===== src/hw/prlc_map.svh =====
// prlc_map.svh: bit positions, select codes and reset values of the
// serial latch words. Assumes a 24-bit word with the select pair in bits 1:0.
`ifndef PRLC_MAP_SVH
`define PRLC_MAP_SVH

`define PRLC_WORD_BITS 24
`define PRLC_SEL_CTRL 2'h0
`define PRLC_SEL_REF 2'h1
`define PRLC_SEL_FB 2'h2
`define PRLC_SEL_TEST 2'h3
`define PRLC_CTRL_GAIN_BIT 10
`define PRLC_FB_GAIN_BIT 21
`define PRLC_FB_COUNT_LSB 8
`define PRLC_FB_COUNT_MSB 20
`define PRLC_REF_DIV_LSB 2
`define PRLC_REF_DIV_MSB 15
`define PRLC_REF_ABP_LSB 16
`define PRLC_REF_ABP_MSB 17
`define PRLC_REF_LDP_BIT 18
`define PRLC_REF_TMB_BIT 19
`define PRLC_REF_BSC_LSB 20
`define PRLC_REF_BSC_MSB 21
`define PRLC_LOCK_CNT_LO 3'h3
`define PRLC_LOCK_CNT_HI 3'h5
`define PRLC_REF_DIV_RESET 14'h0001
`define PRLC_FB_COUNT_RESET 13'h0003

`endif


===== src/hw/prlc_pkg.sv =====
// prlc_pkg: types shared by the latch bank.
// assumes the map header is compiled alongside.
`default_nettype none
package prlc_pkg;
  typedef logic [23:0] prlc_word_t;
  typedef enum logic [1:0] {
    PRLC_BSC_DIV1,
    PRLC_BSC_DIV2,
    PRLC_BSC_DIV4,
    PRLC_BSC_DIV8
  } prlc_bsc_e;
endpackage : prlc_pkg
`default_nettype wire


===== src/hw/prlc_top.sv =====
// prlc_top: serial-programmed configuration latches of a clock PLL.
// assumes serial clock, data, load strobe and the pfd timing inputs are
// already synchronous to core_clk_i.
`include "prlc_map.svh"
`default_nettype none

// How it works
// - feedback word bit 21 picks pump current
// - one gain bit, latest write wins
// - select pair 0,1 loads reference latch
// - fourteen-bit reference divide ratio, 1 to 16383
// - bits 16-17 choose antibacklash width
// - bit 18 picks five or three lock cycles
// - bit 19 sets the test enable flag only; the test latch loads whatever its value
// - band clock from divider, optional extra division
// - feedback ratio only from feedback latch
// - 24 bits shifted, strobe rise loads latch
// - select pair 0,0 loads control latch
module prlc_top import prlc_pkg::*; (
  input wire logic core_clk_i, // 100 MHz core clock
  input wire logic sys_rst_i, // synchronous reset, active high
  input wire logic serial_clk_i, // serial clock from host
  input wire logic serial_data_i, // serial data, msb first
  input wire logic load_strobe_i, // load strobe, rising edge latches
  input wire logic ref_cycle_i, // one pulse per reference divider cycle
  input wire logic phase_ok_i, // phase error inside window this cycle
  output logic [13:0] reference_divide_value_o, // reference ratio
  output logic [1:0] antibacklash_o, // antibacklash width code
  output logic lock_precision_select_o, // 1: five cycles
  output logic factory_test_enable_o, // test enable flag, reference word bit 19
  output logic [1:0] band_clock_div_o, // band clock divider code
  output logic pump_current_select_o, // 1: current setting two
  output logic [12:0] feedback_count_o, // feedback divide ratio
  output logic [23:0] control_word_o, // last control latch word
  output logic [23:0] test_word_o, // last test latch word
  output logic band_clk_tick_o, // band-select clock pulse
  output logic lock_detect_o // digital lock indication
);

  // -----------------------------------------------------------------
  // state
  // -----------------------------------------------------------------
  typedef struct packed {
    prlc_word_t shift;
    logic sclk_d;
    logic le_d;
    logic [13:0] ref_div;
    logic [1:0] abp;
    logic lock_precision_select;
    logic factory_test_enable;
    logic [1:0] bsc;
    logic gain;
    logic [12:0] fb_count;
    prlc_word_t ctrl;
    prlc_word_t test;
    logic [2:0] bsc_cnt;
    logic bsc_tick;
    logic [2:0] lock_cnt;
    logic lock;
  } prlc_state_s;

  prlc_state_s st;
  prlc_state_s next_st;

  // last count value (ratio minus one) of the optional band clock division for a code
  function automatic logic [2:0] prlc_bsc_last(input logic [1:0] code);
    case (prlc_bsc_e'(code))
      PRLC_BSC_DIV2: prlc_bsc_last = 3'h1;
      PRLC_BSC_DIV4: prlc_bsc_last = 3'h3;
      PRLC_BSC_DIV8: prlc_bsc_last = 3'h7;
      default: prlc_bsc_last = 3'h0;
    endcase
  endfunction : prlc_bsc_last

  logic sclk_rise;
  logic le_rise;
  logic [1:0] sel;
  logic [2:0] lock_need;

  assign sclk_rise = serial_clk_i & ~st.sclk_d;
  assign le_rise = load_strobe_i & ~st.le_d;
  assign sel = st.shift[1:0];
  assign lock_need = st.lock_precision_select ? `PRLC_LOCK_CNT_HI : `PRLC_LOCK_CNT_LO;

  // -----------------------------------------------------------------
  // next state
  // -----------------------------------------------------------------
  always_comb begin
    next_st = st;
    next_st.sclk_d = serial_clk_i;
    next_st.le_d = load_strobe_i;
    // shift on each rising serial clock, only the last 24 bits count
    if (sclk_rise) begin
      next_st.shift = {st.shift[22:0], serial_data_i};
    end
    // strobe rise moves the word into the selected latch
    if (le_rise) begin
      case (sel)
        `PRLC_SEL_CTRL: begin
          next_st.ctrl = st.shift;
          next_st.gain = st.shift[`PRLC_CTRL_GAIN_BIT];
        end
        `PRLC_SEL_REF: begin
          // a zero ratio is illegal; keep the old one
          if (st.shift[`PRLC_REF_DIV_MSB:`PRLC_REF_DIV_LSB] != 14'h0000) begin
            next_st.ref_div =
              st.shift[`PRLC_REF_DIV_MSB:`PRLC_REF_DIV_LSB];
          end
          next_st.abp = st.shift[`PRLC_REF_ABP_MSB:`PRLC_REF_ABP_LSB];
          next_st.lock_precision_select = st.shift[`PRLC_REF_LDP_BIT];
          next_st.factory_test_enable = st.shift[`PRLC_REF_TMB_BIT];
          next_st.bsc = st.shift[`PRLC_REF_BSC_MSB:`PRLC_REF_BSC_LSB];
          next_st.bsc_cnt = 3'h0;
          // bits 23-22 are reserved and dropped
        end
        `PRLC_SEL_FB: begin
          next_st.fb_count =
            st.shift[`PRLC_FB_COUNT_MSB:`PRLC_FB_COUNT_LSB];
          next_st.gain = st.shift[`PRLC_FB_GAIN_BIT];
        end
        `PRLC_SEL_TEST: begin
          next_st.test = st.shift;
        end
        default: begin
          next_st.test = st.test;
        end
      endcase
    end
    // band clock: one tick per reference cycle, or per N when divided
    next_st.bsc_tick = 1'b0;
    if (ref_cycle_i) begin
      if (st.bsc_cnt >= prlc_bsc_last(st.bsc)) begin
        next_st.bsc_cnt = 3'h0;
        next_st.bsc_tick = 1'b1;
      end else begin
        next_st.bsc_cnt = st.bsc_cnt + 3'h1;
      end
    end
    // lock detect counts good reference cycles in a row
    if (ref_cycle_i) begin
      if (!phase_ok_i) begin
        next_st.lock_cnt = 3'h0;
        next_st.lock = 1'b0;
      end else if (st.lock_cnt < lock_need) begin
        next_st.lock_cnt = st.lock_cnt + 3'h1;
        next_st.lock = (st.lock_cnt + 3'h1) >= lock_need;
      end
    end
  end

  // -----------------------------------------------------------------
  // registers
  // -----------------------------------------------------------------
  always_ff @(posedge core_clk_i) begin
    if (sys_rst_i) begin
      st <= '0;
      st.ref_div <= `PRLC_REF_DIV_RESET;
      st.fb_count <= `PRLC_FB_COUNT_RESET;
    end else begin
      st <= next_st;
    end
  end

  // outputs straight from state flops; the test word is only stored,
  // nothing acts on it, so it cannot disturb normal operation
  assign reference_divide_value_o = st.ref_div;
  assign antibacklash_o = st.abp;
  assign lock_precision_select_o = st.lock_precision_select;
  assign factory_test_enable_o = st.factory_test_enable;
  assign band_clock_div_o = st.bsc;
  assign pump_current_select_o = st.gain;
  assign feedback_count_o = st.fb_count;
  assign control_word_o = st.ctrl;
  assign test_word_o = st.test;
  assign band_clk_tick_o = st.bsc_tick;
  assign lock_detect_o = st.lock;

  // plain load flags: a sequence cannot be negated, these can
  logic fb_load;
  logic ctrl_load;
  logic ref_load;
  assign fb_load = le_rise && sel == `PRLC_SEL_FB;
  assign ctrl_load = le_rise && sel == `PRLC_SEL_CTRL;
  assign ref_load = le_rise && sel == `PRLC_SEL_REF;
endmodule : prlc_top
`default_nettype wire


===== config.mk =====
export PLATFORM = sky130hd
export DESIGN_NAME = prlc_top
export DESIGN_NICKNAME = d
export VERILOG_FILES = /design/src/hw/prlc_pkg.sv /design/src/hw/prlc_top.sv
export VERILOG_INCLUDE_DIRS = /design/src /design/src/hw
export SDC_FILE = /design/constraint.sdc
export NUM_CORES = 1
export LEC_CHECK = 0
export CORE_MARGIN = 3
export CORE_UTILIZATION = 60
export CTS_CLUSTER_SIZE = 14
export DETAILED_ROUTE_END_ITERATION = 16
export DONT_BUFFER_PORTS = 1
export GPL_ROUTABILITY_DRIVEN = 0
export PLACE_DENSITY = 0.87
export SLEW_MARGIN = 20
export SYNTH_ARGS = -nofsm -noshare
export SYNTH_HDL_FRONTEND = slang
export SYNTH_SLANG_ARGS = --single-unit
export TNS_END_PERCENT = 1

===== constraint.sdc =====
create_clock -name core_clk_i -period 2.7 [get_ports core_clk_i]
set_input_delay 0.135 -clock core_clk_i [delete_from_list [all_inputs] [get_ports core_clk_i]]
set_output_delay 0.135 -clock core_clk_i [all_outputs]
set_load 0.005 [all_outputs]

==> results by group <==
Cells and area
  – Area of the multi-input gates: 1840 um^2
  – Final instance area: 5060 um^2
  – Antenna fix cells: 0
  – Util after Layout: 64.1%
  – Final net count: 542
  – Register Area: between 2000 and 2500 um^2
  – Final non-filler cell total: 641
  – Area grow syn2layout: 1.89%
  – Share of layout cells above drive strength 1: 7.24%
  – Fill cells: roughly 600

Detailed routing
  – Post-DR vias/cell: 5.71
  – Final WL: around 11 mm
  – Vias: approximately 3700
  – DR iter-0 viols: 175
  – DRT Pass-1 Iters: 6
  – Drt drc: 0
  – ANT nets after route: 0
  – WL/cell: roughly 17 um

Place
  – Port bufs: 0
  – Post-Place Cells: 601
  – Final HPWL DP: 6.80 mm
  – Post-placement cell area: 4330 um^2

Timing
  – Period utilization: 94.6%
  – Fmax: 392 MHz
  – Tmin final: 2.55 ns
  – Final setup TNS: 0 ns
  – RSZ-0062 raised after global routing: false
  – Max-slew violations: 0
  – Fin. Hold Viols: 0
  – Clock Skews: 0.0129 ns
  – Final setup violation count: 0
  – Worst-margin pin slew: 0.921 ns
  – Max_slew headroom: 38.6%

Outcome
  – Status: complete, no violations

Floorplan
  – Die width: 97.0 um
  – Core Region: 7890 um^2
  – I/O pin cnt: 91
  – Initial core utilization: 62.9%
  – Chip height: 97.0 um
  – Total Die Area: 9400 um^2
  – Rows: 32

Clock tree
  – TritonCTS Sinks: 116
  – H-tree Lvls: 4
  – Clk buf depth: 2
  – Total CTS buffers: 17
  – Root Driver: clkbuf_8
  – CTS tree: done
  – Clk_lat worst skew: 0.52 ns
  – Clock slew at reported path FFs: 0.07 ns

Critical path
  – Worst path required time: 3.16 ns
  – CP startpoint kind: flop
  – CP arrival: 3.01 ns
  – CP Class: flop to flop
  – Worst flop-to-flop path startpoint: lock_precision_select_o$_SDFFE_PP0P_
  – R2r worst-path depth: 7
  – CP cell instances: ha_1 > a21oi_1 > o211a_1 > nand3b_1 > dlygate4sd3_1 > a21oi_1 > dlygate4sd3_1
  – Max Fanout on Critical Path: 5
  – CP max stage delay: 0.57 ns
  – Crit path capture type: flop
  – Worst R2R End: st[1]$_SDFFE_PP0P_
  – Worst path slowest cell: dlygate4sd3_1
  – Worst reg2reg setup slack: 0.15 ns

Global route
  – GRT overflow: 0
  – GRT Resource Usage Total: a little under a quarter
  – Vias in the first global route: roughly 3600
  – Global-route wire length before repair: 17.9 mm
  – Pin count of the biggest net entering global routing: 117
  – Antenna violations before repair: 0

Yosys
  – Most common cell in the netlist: nand2_1
  – Largest area contributor in the netlist: dfxtp_1
  – Average cell area after synthesis: 8.07 um^2
  – FFs w/ async S/R, synth: 0%
  – Post-synth top cells: nand2_1 (186), dfxtp_1 (116), a21oi_1 (106)
  – Yosys reg bits: 116
  – Yosys warnings: 0
  – Post-synthesis sequential area ratio: a little under half
  – Synthesized instance count: 615
  – Mapped Area: 4960 um^2
  – Net count after synthesis: 631
  – Number of synthesized flops with an enable pin: 0
  – Largest cells by area after synthesis: dfxtp_1 (47%), nand2_1 (14%), buf_4 (12%)
  – Yosys cell types: 36
  – Top-area cell type share of the netlist area: 46.8%
  – Ys flop type: dfxtp_1

Hold path
  – Hold depth: 2
  – Hold Crit Class: input pin to flop
  – Hold path start: sys_rst_i
  – Hold Crit Endpoint: test_word_o[10]$_SDFFE_PP0P_

Pwr
  – Leakage: 1.72 nW
  – Pwr dens: roughly 830 nW/um^2
  – Peak supply drop: 474 uV

Run
  – Max-Cap Viols: 0
## area by class of cell
type,count,area share [%]
Multi-Input combinational cell,377,36.4
Clock inverter,15,4.33
Sequential cell,116,45.9
Clock buffer,17,8.19
Timing Repair Buffer,11,2.37
Inverter,3,0.223
Tap cell,102,2.52
## placed cells by master (no fill, tap or decap), types with 2 or more instances in the layout
master and instances:
ha_1 9, clkinv_4 5, nor4_1 3, nand2b_1 3
nand2_1 186, dlygate4sd3_1 7, nand3_1 4, nand4b_1 3
nor2b_1 6, clkbuf_16 16, nor2_1 6, dfxtp_1 115
a31oi_1 2, a21oi_1 106, o211ai_1 2, o21ai_1 12
nor3b_1 3, o21ai_0 3, nand3b_1 15, bufinv_16 4
inv_6 5, buf_4 3, inv_1 3
## report_power, final
group | switching [mW] | internal [mW]
registers | 0.00811 | 1.72
logic | 0.0797 | 0.0279
clock network | 0.853 | 1.53
total | 0.941 | 3.27
## layer usage
layer  part of all wire (%)  GRT usage (%)  vias up  wire length [um]
met3                    8.5           10.2       31               940
met1                     38           25.3     1706              4150
met5                      0              0        -                 0
li1                       -              -     1760                 -
met2                     51           40.8      163              5630
met4                    2.6           8.53        0               287
## flip-flops by register name, indices dropped and copies added (netlist names)
| name | flops |
|---|---|
| control_word_o | 24 |
| reference_divide_value_o | 14 |
| band_clock_div_o | 2 |
| test_word_o | 24 |
| lock_detect_o | 1 |
| pump_current_select_o | 1 |
| lock_precision_select_o | 1 |
| st | 30 |
| factory_test_enable_o | 1 |
| sel | 2 |
| antibacklash_o | 2 |
| feedback_count_o | 13 |
| band_clk_tick_o | 1 |
## per-stage QoR
| stage | worst slack (ns) | hold WS, ns | power (mW) |
|---|---|---|---|
| after floorplan | 1.07 | 0.263 | 1.85 |
| after global placement | 0.985 | 0.212 | 1.83 |
| after detailed placement | 0.830 | 0.213 | 1.83 |
| after CTS | 0.169 | 0.0185 | 4.24 |
| after global routing | 0.0254 | 0.0618 | 4.33 |
| final | 0.147 | 0.0400 | 4.21 |
## repair_timing
item                                    CTS  global route
gates resized for setup                   0             1
endpoints found under the hold margin   116             0
endpoints found under the setup margin    0             1
setup buffers                             0             0
hold buffers                              8             0
## cells by family after synthesis
logic type | count (synthesis) | share of synthesized area [%]
buffers and inverters | 122 | 16.1
flip-flops | 116 | 46.8
adder cells (fa/ha/maj) | 9 | 2.27
XOR/XNOR | 1 | 0.176
multiplexers | 1 | 0.202
AO/OA/AOI/OAI | 129 | 13.4
AND/OR/NAND/NOR | 237 | 21.1
## how the worst max path moves through the flow
stage | from | end | cells past startpoint
6_report | lock_precision_select_o$_SDFFE_PP0P_ | st[1]$_SDFFE_PP0P_ | 7
2_1_floorplan | band_clock_div_o[1]$_SDFFE_PP0P_ | st[7]$_SDFFE_PP0P_ | 6
5_1_grt | lock_precision_select_o$_SDFFE_PP0P_ | st[1]$_SDFFE_PP0P_ | 7
3_5_place_dp | band_clock_div_o[1]$_SDFFE_PP0P_ | st[7]$_SDFFE_PP0P_ | 6
4_1_cts | lock_precision_select_o$_SDFFE_PP0P_ | st[1]$_SDFFE_PP0P_ | 8
3_3_place_gp | band_clock_div_o[1]$_SDFFE_PP0P_ | st[7]$_SDFFE_PP0P_ | 6
## critical path: cells and delay by family, from the launching register on
family / cells / cell delay, ns
buffers and inverters: 2 / 1.13
AOI/OAI and AO/OA: 3 / 0.62
DFF: 1 / 0.35
adders and majority gates: 1 / 0.31
and+or+nand+nor: 1 / 0.09
Note: power is estimated with default switching activity, not from simulation.
